**src/icst_params.svh**
```systemverilog
// offsets, field positions, reset values and codes of the internal oscillator select block
`ifndef ICST_PARAMS_SVH
`define ICST_PARAMS_SVH

// register byte offsets
`define ICST_TRIM_OFS 8'h00
`define ICST_CTRL_OFS 8'h04
`define ICST_STAT_OFS 8'h08

// trim register fields
`define ICST_TRIM_LSB 0
`define ICST_TRIM_MSB 5
`define ICST_MULT_BIT 6
`define ICST_LFSS_BIT 7
`define ICST_TRIM_RST 8'h00

// control register fields
`define ICST_SCS_LSB 0
`define ICST_SCS_MSB 1
`define ICST_IFS_LSB 4
`define ICST_IFS_MSB 6
`define ICST_MOS_BIT 8
`define ICST_SCS_RST 2'h0
`define ICST_IFS_RST 3'h3
`define ICST_MOS_RST 1'h0

// primary clock configuration codes
`define ICST_CFG_RC_DIVIDED_CLOCK_OUTPUT 4'h3
`define ICST_CFG_RC_IO 4'h2
`define ICST_CFG_INT_IO 4'h8
`define ICST_CFG_INT_DIVIDED_CLOCK_OUTPUT 4'h9
`define ICST_CFG_INT_TOP 3'h4

// internal clock mux inputs
`define ICST_SRC_FAST_LOG2_512 4'h7
`define ICST_SRC_MED_DIV1 4'h8
`define ICST_SRC_MED_DIV2 4'h9
`define ICST_SRC_MED_DIV16 4'ha
`define ICST_SRC_SLOW 4'hb
`define ICST_SRC_COUNT 12

// system clock mux inputs
`define ICST_SYS_PRIMARY 2'h0
`define ICST_SYS_SECONDARY 2'h1
`define ICST_SYS_INTERNAL 2'h2

`endif

```
**src/icst_pkg.sv**
```systemverilog
// types shared by the internal oscillator select block
package icst_pkg;

    typedef struct packed {
        logic cyc;
        logic stb;
        logic we;
        logic [7:0] adr;
        logic [3:0] sel;
        logic [31:0] dat;
    } icst_wb_req_t;

    typedef struct packed {
        logic ack;
        logic [31:0] dat;
    } icst_wb_rsp_t;

    typedef struct packed {
        logic o;
        logic oe;
    } icst_pin_drv_t;

    typedef enum logic [1:0] {
        ICST_MUX_RUN = 2'b01,
        ICST_MUX_WAIT = 2'b10
    } icst_mux_state_t;

endpackage

```
**src/icst_osc_div.sv**
```systemverilog
// synchroniser and binary ripple-free divider for one oscillator input
`timescale 1ns/1ps
module icst_osc_div #(
    parameter int WIDTH = 9
) (
    // clock and reset
    input wire logic i_mclk,
    input wire logic i_sys_rst,
    // oscillator level from outside the domain
    input wire logic i_osc,
    // synchronised level and divided levels, bit k is the input over 2^(k+1)
    output logic o_level,
    output logic [WIDTH-1:0] o_div
);

    logic sync1_reg, sync1_next;
    logic sync2_reg, sync2_next;
    logic last_reg, last_next;
    logic [WIDTH-1:0] cnt_reg, cnt_next;

    always_comb begin
        sync1_next = i_osc;
        sync2_next = sync1_reg;
        last_next = sync2_reg;
        cnt_next = cnt_reg;
        if (sync2_reg && !last_reg) begin
            cnt_next = cnt_reg + WIDTH'(1'b1);
        end
    end

    always_ff @(posedge i_mclk) begin
        if (i_sys_rst) begin
            sync1_reg <= 1'b0;
            sync2_reg <= 1'b0;
            last_reg <= 1'b0;
            cnt_reg <= '0;
        end else begin
            sync1_reg <= sync1_next;
            sync2_reg <= sync2_next;
            last_reg <= last_next;
            cnt_reg <= cnt_next;
        end
    end

    assign o_level = sync2_reg;
    assign o_div = cnt_reg;

endmodule

```
**src/icst_glitch_free_mux.sv**
```systemverilog
// clock level multiplexer that changes source only while both old and new are low
`timescale 1ns/1ps
module icst_glitch_free_mux #(
    parameter int N = 4,
    parameter int SW = 2,
    parameter logic [SW-1:0] RST_SEL = '0
) (
    // clock and reset
    input wire logic i_mclk,
    input wire logic i_sys_rst,
    // candidate levels and requested selection
    input wire logic [N-1:0] i_src,
    input wire logic [SW-1:0] i_sel,
    // selected level and the selection in force
    output logic o_clk,
    output logic [SW-1:0] o_cur_sel
);

    icst_pkg::icst_mux_state_t state_reg, state_next;
    logic [SW-1:0] cur_reg, cur_next;
    logic out_reg, out_next;
    logic sel_ok;

    always_comb begin
        sel_ok = (int'(i_sel) < N);
        state_next = state_reg;
        cur_next = cur_reg;
        out_next = out_reg;
        case (state_reg)
            icst_pkg::ICST_MUX_RUN: begin
                out_next = i_src[cur_reg];
                if (sel_ok && i_sel != cur_reg) begin
                    state_next = icst_pkg::ICST_MUX_WAIT;
                    out_next = out_reg & i_src[cur_reg];
                end
            end
            icst_pkg::ICST_MUX_WAIT: begin
                // output may only fall here, so no high pulse is cut short
                out_next = out_reg & i_src[cur_reg];
                if (!sel_ok || i_sel == cur_reg) begin
                    state_next = icst_pkg::ICST_MUX_RUN;
                end else if (!out_reg && !i_src[i_sel]) begin
                    cur_next = i_sel;
                    state_next = icst_pkg::ICST_MUX_RUN;
                end
            end
            default: begin
                state_next = icst_pkg::ICST_MUX_RUN;
                out_next = 1'b0;
            end
        endcase
    end

    always_ff @(posedge i_mclk) begin
        if (i_sys_rst) begin
            state_reg <= icst_pkg::ICST_MUX_RUN;
            cur_reg <= RST_SEL;
            out_reg <= 1'b0;
        end else begin
            state_reg <= state_next;
            cur_reg <= cur_next;
            out_reg <= out_next;
        end
    end

    assign o_clk = out_reg;
    assign o_cur_sel = cur_reg;

endmodule

```
**src/icst_internal_osc.sv**
```systemverilog
// internal oscillator selection, tuning and oscillator pin control
//
// What this block does
// - rc clock mode drives output pin with rc/4
// - rc pin mode frees output pin as gpio
// - two internal primary modes: gpio or fosc/4
// - internal primary modes make input pin gpio
// - trim is 6-bit signed, resets to zero
// - 011111 fastest, 100000 slowest, signed order
// - trim change drifts freely, no done flag
// - trim never touches the slow oscillator
// - low source bit picks divided or slow 31.25k
// - multiplier enable gates fast oscillator multiplier
// - multiplier only at select 110 and 111 in internal primary modes, else reads 0
// - eight internal frequencies, 1 MHz after reset
// - three oscillators, only fast two are trimmed
// - slow oscillator clocks timers and can be source
// - divider chain muxed onto one internal clock
// - software picks system clock source
// - select codes 111..011 divide fast by powers
// - substitute bit takes low rates from medium
`timescale 1ns/1ps
`include "icst_params.svh"
module icst_internal_osc #(
    parameter int FAST_DIV_W = 9,
    parameter int MED_DIV_W = 4
) (
    // clock and reset
    input wire logic i_mclk,
    input wire logic i_sys_rst,
    // register bus
    input wire icst_pkg::icst_wb_req_t i_wb_req,
    output icst_pkg::icst_wb_rsp_t o_wb_rsp,
    // configuration bits
    input wire logic [3:0] i_primary_cfg,
    // oscillator levels
    input wire logic i_fast_osc,
    input wire logic i_medium_osc,
    input wire logic i_slow_osc,
    input wire logic i_secondary_osc,
    // crystal pins and port logic behind them
    input wire logic i_xin_pin,
    input wire logic i_xout_pin,
    input wire icst_pkg::icst_pin_drv_t i_port_xin_drv,
    input wire icst_pkg::icst_pin_drv_t i_port_xout_drv,
    output icst_pkg::icst_pin_drv_t o_xin_drv,
    output icst_pkg::icst_pin_drv_t o_xout_drv,
    output logic [1:0] o_gpio_in,
    // trim and multiplier controls to the oscillators
    output logic [5:0] o_fast_trim,
    output logic [5:0] o_medium_trim,
    output logic o_mult_en,
    // clocks out
    output logic o_int_clk,
    output logic o_sys_clk,
    output logic o_slow_timer_clk
);

    ////////////////////////////////////////////////////////////////////////////
    // decode helpers

    function automatic logic [3:0] int_src_sel(input logic [2:0] ifs, input logic lfss,
                                               input logic mos);
        logic [3:0] idx;
        idx = 4'h0;
        if (ifs >= 3'h3) begin
            idx = {1'b0, 3'h7 - ifs};
        end else if (mos) begin
            case (ifs)
                3'h2: idx = `ICST_SRC_MED_DIV1;
                3'h1: idx = `ICST_SRC_MED_DIV2;
                default: idx = lfss ? `ICST_SRC_MED_DIV16 : `ICST_SRC_SLOW;
            endcase
        end else begin
            case (ifs)
                3'h2: idx = 4'h5;
                3'h1: idx = 4'h6;
                default: idx = lfss ? `ICST_SRC_FAST_LOG2_512 : `ICST_SRC_SLOW;
            endcase
        end
        return idx;
    endfunction

    function automatic logic is_int_primary(input logic [3:0] cfg);
        return cfg[3:1] == `ICST_CFG_INT_TOP;
    endfunction

    ////////////////////////////////////////////////////////////////////////////
    // oscillator dividers

    logic fast_lvl, med_lvl, slow_lvl, sec_lvl, xin_lvl;
    logic [FAST_DIV_W-1:0] fast_div;
    logic [MED_DIV_W-1:0] med_div;
    logic [1:0] xin_div;

    icst_osc_div #(.WIDTH(FAST_DIV_W)) u_fast_div (
        .i_mclk(i_mclk),
        .i_sys_rst(i_sys_rst),
        .i_osc(i_fast_osc),
        .o_level(fast_lvl),
        .o_div(fast_div)
    );

    icst_osc_div #(.WIDTH(MED_DIV_W)) u_med_div (
        .i_mclk(i_mclk),
        .i_sys_rst(i_sys_rst),
        .i_osc(i_medium_osc),
        .o_level(med_lvl),
        .o_div(med_div)
    );

    icst_osc_div #(.WIDTH(1)) u_slow_sync (
        .i_mclk(i_mclk),
        .i_sys_rst(i_sys_rst),
        .i_osc(i_slow_osc),
        .o_level(slow_lvl),
        .o_div()
    );

    icst_osc_div #(.WIDTH(1)) u_sec_sync (
        .i_mclk(i_mclk),
        .i_sys_rst(i_sys_rst),
        .i_osc(i_secondary_osc),
        .o_level(sec_lvl),
        .o_div()
    );

    // rc network or external clock on the input pin
    icst_osc_div #(.WIDTH(2)) u_xin_div (
        .i_mclk(i_mclk),
        .i_sys_rst(i_sys_rst),
        .i_osc(i_xin_pin),
        .o_level(xin_lvl),
        .o_div(xin_div)
    );

    ////////////////////////////////////////////////////////////////////////////
    // registers

    logic [7:0] trim_reg, trim_next;
    logic [1:0] scs_reg, scs_next;
    logic [2:0] ifs_reg, ifs_next;
    logic mos_reg, mos_next;
    icst_pkg::icst_wb_rsp_t rsp_reg, rsp_next;
    logic mult_allowed;
    logic [31:0] rd_data;
    logic take;

    assign mult_allowed = is_int_primary(i_primary_cfg) && (ifs_reg[2:1] == 2'b11);

    always_comb begin
        rd_data = 32'h0000_0000;
        case (i_wb_req.adr)
            `ICST_TRIM_OFS: begin
                rd_data[7:0] = trim_reg;
                rd_data[`ICST_MULT_BIT] = trim_reg[`ICST_MULT_BIT] & mult_allowed;
            end
            `ICST_CTRL_OFS: begin
                rd_data[`ICST_SCS_MSB:`ICST_SCS_LSB] = scs_reg;
                rd_data[`ICST_IFS_MSB:`ICST_IFS_LSB] = ifs_reg;
                rd_data[`ICST_MOS_BIT] = mos_reg;
            end
            `ICST_STAT_OFS: begin
                // no tuning-complete flag exists here
                rd_data[0] = o_int_clk;
                rd_data[1] = o_sys_clk;
                rd_data[5:2] = i_primary_cfg;
                rd_data[6] = o_mult_en;
            end
            default: rd_data = 32'h0000_0000;
        endcase
    end

    always_comb begin
        take = i_wb_req.cyc && i_wb_req.stb && !rsp_reg.ack;
        trim_next = trim_reg;
        scs_next = scs_reg;
        ifs_next = ifs_reg;
        mos_next = mos_reg;
        rsp_next.ack = take;
        rsp_next.dat = take ? rd_data : 32'h0000_0000;
        if (take && i_wb_req.we) begin
            if (i_wb_req.adr == `ICST_TRIM_OFS && i_wb_req.sel[0]) begin
                trim_next = i_wb_req.dat[7:0];
            end
            if (i_wb_req.adr == `ICST_CTRL_OFS) begin
                if (i_wb_req.sel[0]) begin
                    scs_next = i_wb_req.dat[`ICST_SCS_MSB:`ICST_SCS_LSB];
                    ifs_next = i_wb_req.dat[`ICST_IFS_MSB:`ICST_IFS_LSB];
                end
                if (i_wb_req.sel[1]) begin
                    mos_next = i_wb_req.dat[`ICST_MOS_BIT];
                end
            end
        end
    end

    always_ff @(posedge i_mclk) begin
        if (i_sys_rst) begin
            trim_reg <= `ICST_TRIM_RST;
            scs_reg <= `ICST_SCS_RST;
            ifs_reg <= `ICST_IFS_RST;
            mos_reg <= `ICST_MOS_RST;
            rsp_reg <= '0;
        end else begin
            trim_reg <= trim_next;
            scs_reg <= scs_next;
            ifs_reg <= ifs_next;
            mos_reg <= mos_next;
            rsp_reg <= rsp_next;
        end
    end

    assign o_wb_rsp = rsp_reg;

    ////////////////////////////////////////////////////////////////////////////
    // internal and system clock selection

    logic [`ICST_SRC_COUNT-1:0] int_srcs;
    logic [3:0] int_sel;
    logic int_clk;
    logic sys_clk;
    logic [2:0] sys_srcs;
    logic [1:0] sys_sel;

    always_comb begin
        int_srcs = '0;
        int_srcs[0] = fast_lvl;
        for (int k = 1; k < 7; k++) begin
            int_srcs[k] = fast_div[k-1];
        end
        int_srcs[`ICST_SRC_FAST_LOG2_512] = fast_div[8];
        int_srcs[`ICST_SRC_MED_DIV1] = med_lvl;
        int_srcs[`ICST_SRC_MED_DIV2] = med_div[0];
        int_srcs[`ICST_SRC_MED_DIV16] = med_div[3];
        int_srcs[`ICST_SRC_SLOW] = slow_lvl;
    end

    assign int_sel = int_src_sel(ifs_reg, trim_reg[`ICST_LFSS_BIT], mos_reg);

    icst_glitch_free_mux #(.N(`ICST_SRC_COUNT), .SW(4), .RST_SEL(4'h4)) u_int_mux (
        .i_mclk(i_mclk),
        .i_sys_rst(i_sys_rst),
        .i_src(int_srcs),
        .i_sel(int_sel),
        .o_clk(int_clk),
        .o_cur_sel()
    );

    always_comb begin
        sys_srcs[`ICST_SYS_PRIMARY] = is_int_primary(i_primary_cfg) ? int_clk : xin_lvl;
        sys_srcs[`ICST_SYS_SECONDARY] = sec_lvl;
        sys_srcs[`ICST_SYS_INTERNAL] = int_clk;
        sys_sel = scs_reg[1] ? `ICST_SYS_INTERNAL : scs_reg;
    end

    icst_glitch_free_mux #(.N(3), .SW(2), .RST_SEL(2'h0)) u_sys_mux (
        .i_mclk(i_mclk),
        .i_sys_rst(i_sys_rst),
        .i_src(sys_srcs),
        .i_sel(sys_sel),
        .o_clk(sys_clk),
        .o_cur_sel()
    );

    assign o_int_clk = int_clk;
    assign o_sys_clk = sys_clk;

    ////////////////////////////////////////////////////////////////////////////
    // fosc/4, pins and oscillator controls

    logic sys_last_reg, sys_last_next;
    logic [1:0] q_cnt_reg, q_cnt_next;
    logic xo_s1_reg, xo_s2_reg;
    logic xi_s1_reg, xi_s2_reg;
    icst_pkg::icst_pin_drv_t xin_drv_reg, xin_drv_next;
    icst_pkg::icst_pin_drv_t xout_drv_reg, xout_drv_next;
    logic [5:0] trim_out_reg, trim_out_next;
    logic mult_reg, mult_next;
    logic slow_out_reg, slow_out_next;

    always_comb begin
        sys_last_next = sys_clk;
        q_cnt_next = q_cnt_reg;
        if (sys_clk && !sys_last_reg) begin
            q_cnt_next = q_cnt_reg + 2'h1;
        end
        xin_drv_next = '0;
        xout_drv_next = '0;
        if (is_int_primary(i_primary_cfg)) begin
            xin_drv_next = i_port_xin_drv;
        end
        case (i_primary_cfg)
            `ICST_CFG_RC_DIVIDED_CLOCK_OUTPUT: begin
                xout_drv_next.o = xin_div[1];
                xout_drv_next.oe = 1'b1;
            end
            `ICST_CFG_RC_IO: xout_drv_next = i_port_xout_drv;
            `ICST_CFG_INT_IO: xout_drv_next = i_port_xout_drv;
            `ICST_CFG_INT_DIVIDED_CLOCK_OUTPUT: begin
                xout_drv_next.o = q_cnt_reg[1];
                xout_drv_next.oe = 1'b1;
            end
            default: xout_drv_next = '0;
        endcase
        // trim goes only to the fast and medium oscillators, never the slow one
        trim_out_next = trim_reg[`ICST_TRIM_MSB:`ICST_TRIM_LSB];
        mult_next = trim_reg[`ICST_MULT_BIT] & mult_allowed;
        slow_out_next = slow_lvl;
    end

    always_ff @(posedge i_mclk) begin
        if (i_sys_rst) begin
            sys_last_reg <= 1'b0;
            q_cnt_reg <= 2'h0;
            xo_s1_reg <= 1'b0;
            xo_s2_reg <= 1'b0;
            xi_s1_reg <= 1'b0;
            xi_s2_reg <= 1'b0;
            xin_drv_reg <= '0;
            xout_drv_reg <= '0;
            trim_out_reg <= 6'h00;
            mult_reg <= 1'b0;
            slow_out_reg <= 1'b0;
        end else begin
            sys_last_reg <= sys_last_next;
            q_cnt_reg <= q_cnt_next;
            xo_s1_reg <= i_xout_pin;
            xo_s2_reg <= xo_s1_reg;
            xi_s1_reg <= i_xin_pin;
            xi_s2_reg <= xi_s1_reg;
            xin_drv_reg <= xin_drv_next;
            xout_drv_reg <= xout_drv_next;
            trim_out_reg <= trim_out_next;
            mult_reg <= mult_next;
            slow_out_reg <= slow_out_next;
        end
    end

    assign o_xin_drv = xin_drv_reg;
    assign o_xout_drv = xout_drv_reg;
    assign o_gpio_in = {xo_s2_reg, xi_s2_reg};
    assign o_fast_trim = trim_out_reg;
    assign o_medium_trim = trim_out_reg;
    assign o_mult_en = mult_reg;
    assign o_slow_timer_clk = slow_out_reg;

endmodule

```
**config.mk**
```make
export PLATFORM = sky130hd
export DESIGN_NAME = icst_internal_osc
export DESIGN_NICKNAME = d
export VERILOG_FILES = /design/src/icst_pkg.sv /design/src/icst_osc_div.sv /design/src/icst_glitch_free_mux.sv /design/src/icst_internal_osc.sv
export VERILOG_INCLUDE_DIRS = /design/src
export SDC_FILE = /design/constraint.sdc
export NUM_CORES = 1
export LEC_CHECK = 0
export ABC_AREA = 1
export BUFFER_PORTS_ARGS = -buffer_cell sky130_fd_sc_hd__buf_2
export CELL_PAD_IN_SITES_DETAIL_PLACEMENT = 2
export CELL_PAD_IN_SITES_GLOBAL_PLACEMENT = 2
export CORE_MARGIN = 5
export CORE_UTILIZATION = 30
export DETAILED_ROUTE_END_ITERATION = 6
export PLACE_DENSITY_LB_ADDON = 0.1
export SLEW_MARGIN = 10
export SYNTH_ARGS = -nofsm -noshare
export SYNTH_HDL_FRONTEND = slang
export SYNTH_HIERARCHICAL = 1
export SYNTH_SLANG_ARGS = --single-unit
export TNS_END_PERCENT = 5
```
**constraint.sdc**
```tcl
create_clock -name i_mclk -period 3.8 [get_ports i_mclk]
set_input_delay 0 -clock i_mclk [delete_from_list [all_inputs] [get_ports i_mclk]]
set_output_delay 0 -clock i_mclk [all_outputs]
set_load 0.005 [all_outputs]
```
==> flow_summary.yaml <==
clock_tree:
  cts_tree: "yes"
  cts_buffer_depth: 2
  clk_latency_ns: 0.35
  clk_pin_slew_worst_paths_ns: 0.06
  cts_max_level: 3
  clockRootBuffer: "clkbuf_16"
  cts_resized: 0
  cts_setup_buffers: 0
  clock-sinks: 83
  cts_buffers: 9
detailed_routing:
  antenna_left: 0
  drt-total-wl_mm: 12.8
  drt_first_pass_iters: 4
  drt-vias-per-instance: 4.52
  drc_errors: 0
  avgRoutedWirePerCell_um: 14.5
  vias: 4006
  drt_iter0_markers: 104
final_layout:
  fillCellCount: 1657
  finalInstanceArea_mm2: 0.00513
  nets: 770
  multi_input_area_mm2: 0.00195
  final_util_pct: 37.1
  syn2layout_area_growth_pct: 21.5
  antenna_cells: 0
  layout.area.seq_mm2: 0.00166
  largest_reg_flops: 10
  drive_above_1_share_pct: 18.8
timing:
  fin_crit_ns: 2.48
  rsz0062_at_grt: "false"
  report.final.slew_viol_count: 0
  fin_crit_sh_pct: 65.2
  holdWs_ns: 0.0209
  max_freq_ghz: 0.404
  hold_viol: 0
  maxSlewHeadroom_pct: 44.9
  tns_ns: 0
  worstMarginPinSlew_ns: 0.826
  setup_viol: 0
  fin_skew_ns: 0.00707
setup_path:
  start_kind: "flop"
  cp.arrival_ns: 2.72
  cpMostUsedCell: "nand2_1"
  slowest_delay_ns: 0.37
  r2r_cells: 16
  cp_num_buf_inv: 1
  cp_slowest_cell: "dfxtp_1"
  cp_top_family: "simple AND/OR/NAND/NOR gates"
  critical_path_class: "reg2reg"
  crit_path_max_fanout: 10
  required_ns: 4.04
  critPathCaptureType: "flop"
  cp.depth: 16
  crit_chain: "nand2_1 -> nand2_1 -> o21ai_0 -> nand3_1 -> nand2_1 -> nand2_1 -> inv_2 -> nand2_1 -> nand3_1 -> nand2_1 -> a21oi_4 -> nand2_1 -> nand2_1 -> nand3_1 -> nand2_1 -> nand2_1"
pwr:
  pwr_density_cell_mw_per_mm2: 383
  seqPwrFrac_pct: 45.7
  power.total_mw: 1.97
  netSwitchingPower_mw: 0.498
  switching_share_pct: 25.3
  p_comb_share_pct: 8.6
  leakagePower_nw: 2.48
  power_frac_clock_pct: 45.7
  internal_power_mw: 1.47
  ir_drop_uv: 260
synthesis:
  synth.avg_cell_area_um2: 6.89
  syn_area_mm2: 0.00422
  netlist_instances: 613
  synth_warnings: 6
grt:
  antenna_found_initial: 0
  gr-usage-all-layers_pct: 16.3
  overflow: 0
  grt_pass1_vias: 4412
  grt_pass1_wl_mm: 21.6
  grt_max_degree: 32
job:
  drv_cap: 0
floorplanning:
  initial_core_util_pct: 30.5
  die_x_um: 129
  die_h_um: 129
  rows: 43
  dieArea_mm2: 0.0165
  ioPinCount: 118
  fp.coreArea_mm2: 0.0138
place:
  io_buffers: 69
  gp_congestion: 0.812
  hpwl_mm: 9.66
  placed_area_mm2: 0.00458
status:
  status: "finished, final reports clean"
worst_hold_path:
  worstHoldPathCells: 3
  hold_class: "in2reg"
cells in the final DEF (no fill, tap or decap), drive strengths merged:
master       count
nor4             1
dlygate4sd3     25
xor2             4
conb            23
nor2           113
clkinvlp         1
o21ai           16
nand3b           2
clkinv           4
dfxtp           83
a21oi           36
clkbuf           9
o31ai            1
nand2          136
nand3           58
ha               6
inv            105
buf             70
o32ai            1
bufinv           1
nor3             5
nand4            6
worst min-delay path, delay by kind of cell:
kind	cells	cell delay, ns
buffers and inverters	1	0.15
and+or+nand+nor	1	0.12
AOI/OAI and AO/OA	1	0.06
metrics by stage:
stage	setup WS [ns]	cells
after floorplan	1.87	635
after global routing	0.952	886
after detailed placement	1.26	845
after CTS	1.25	886
final	1.32	886
after global placement	1.47	845
worst paths after layout:
kind,start,endpoint,slack [ns]
worst max-delay path,ifs_reg[1]$_SDFFE_PP1P_,u_int_mux/state_reg[0]$_SDFFE_PP1P_,1.32
worst min-delay path,i_primary_cfg[0],o_xout_drv[1]$_SDFF_PP0_,0.02
worst max register to register,ifs_reg[1]$_SDFFE_PP1P_,u_int_mux/state_reg[0]$_SDFFE_PP1P_,1.32
worst min register to register,u_sec_sync/sync1_reg$_SDFF_PP0_,u_sec_sync/o_level$_SDFF_PP0_,0.41
power groups by stage:
stage / registers [mW] / logic (mW) / clock network (mW)
6_report: 0.900 / 0.169 / 0.899
5_1_grt: 0.902 / 0.194 / 0.975
4_1_cts: 0.900 / 0.171 / 0.939
3_5_place_dp: 0.920 / 0.151 / 0
3_3_place_gp: 0.919 / 0.143 / 0
2_1_floorplan: 0.917 / 0.111 / 0
layer usage:
layer | vias to the layer above | GRT usage (%) | share of wire (%)
li1 | 2004 | - | -
met1 | 1938 | 18.9 | 44
met2 | 56 | 29.8 | 52
met3 | 8 | 4.36 | 3.6
met4 | 0 | 3.71 | 1.2
met5 | - | 0 | 0
layout make-up:
class	count	area share (%)
Tap cell	180	4.39
Clock buffer	9	4.39
Clock inverter	7	1.51
Timing Repair Buffer	95	11.8
Sequential cell	83	32.4
Inverter	104	7.61
Multi-Input combinational cell	408	38.0
timing repair:
item                                   CTS  global route
setup endpoints to repair                0             0
endpoints found under the hold margin   24             0
hold buffers                            25             0
No activity file was read; power rests on OpenSTA's default activity.
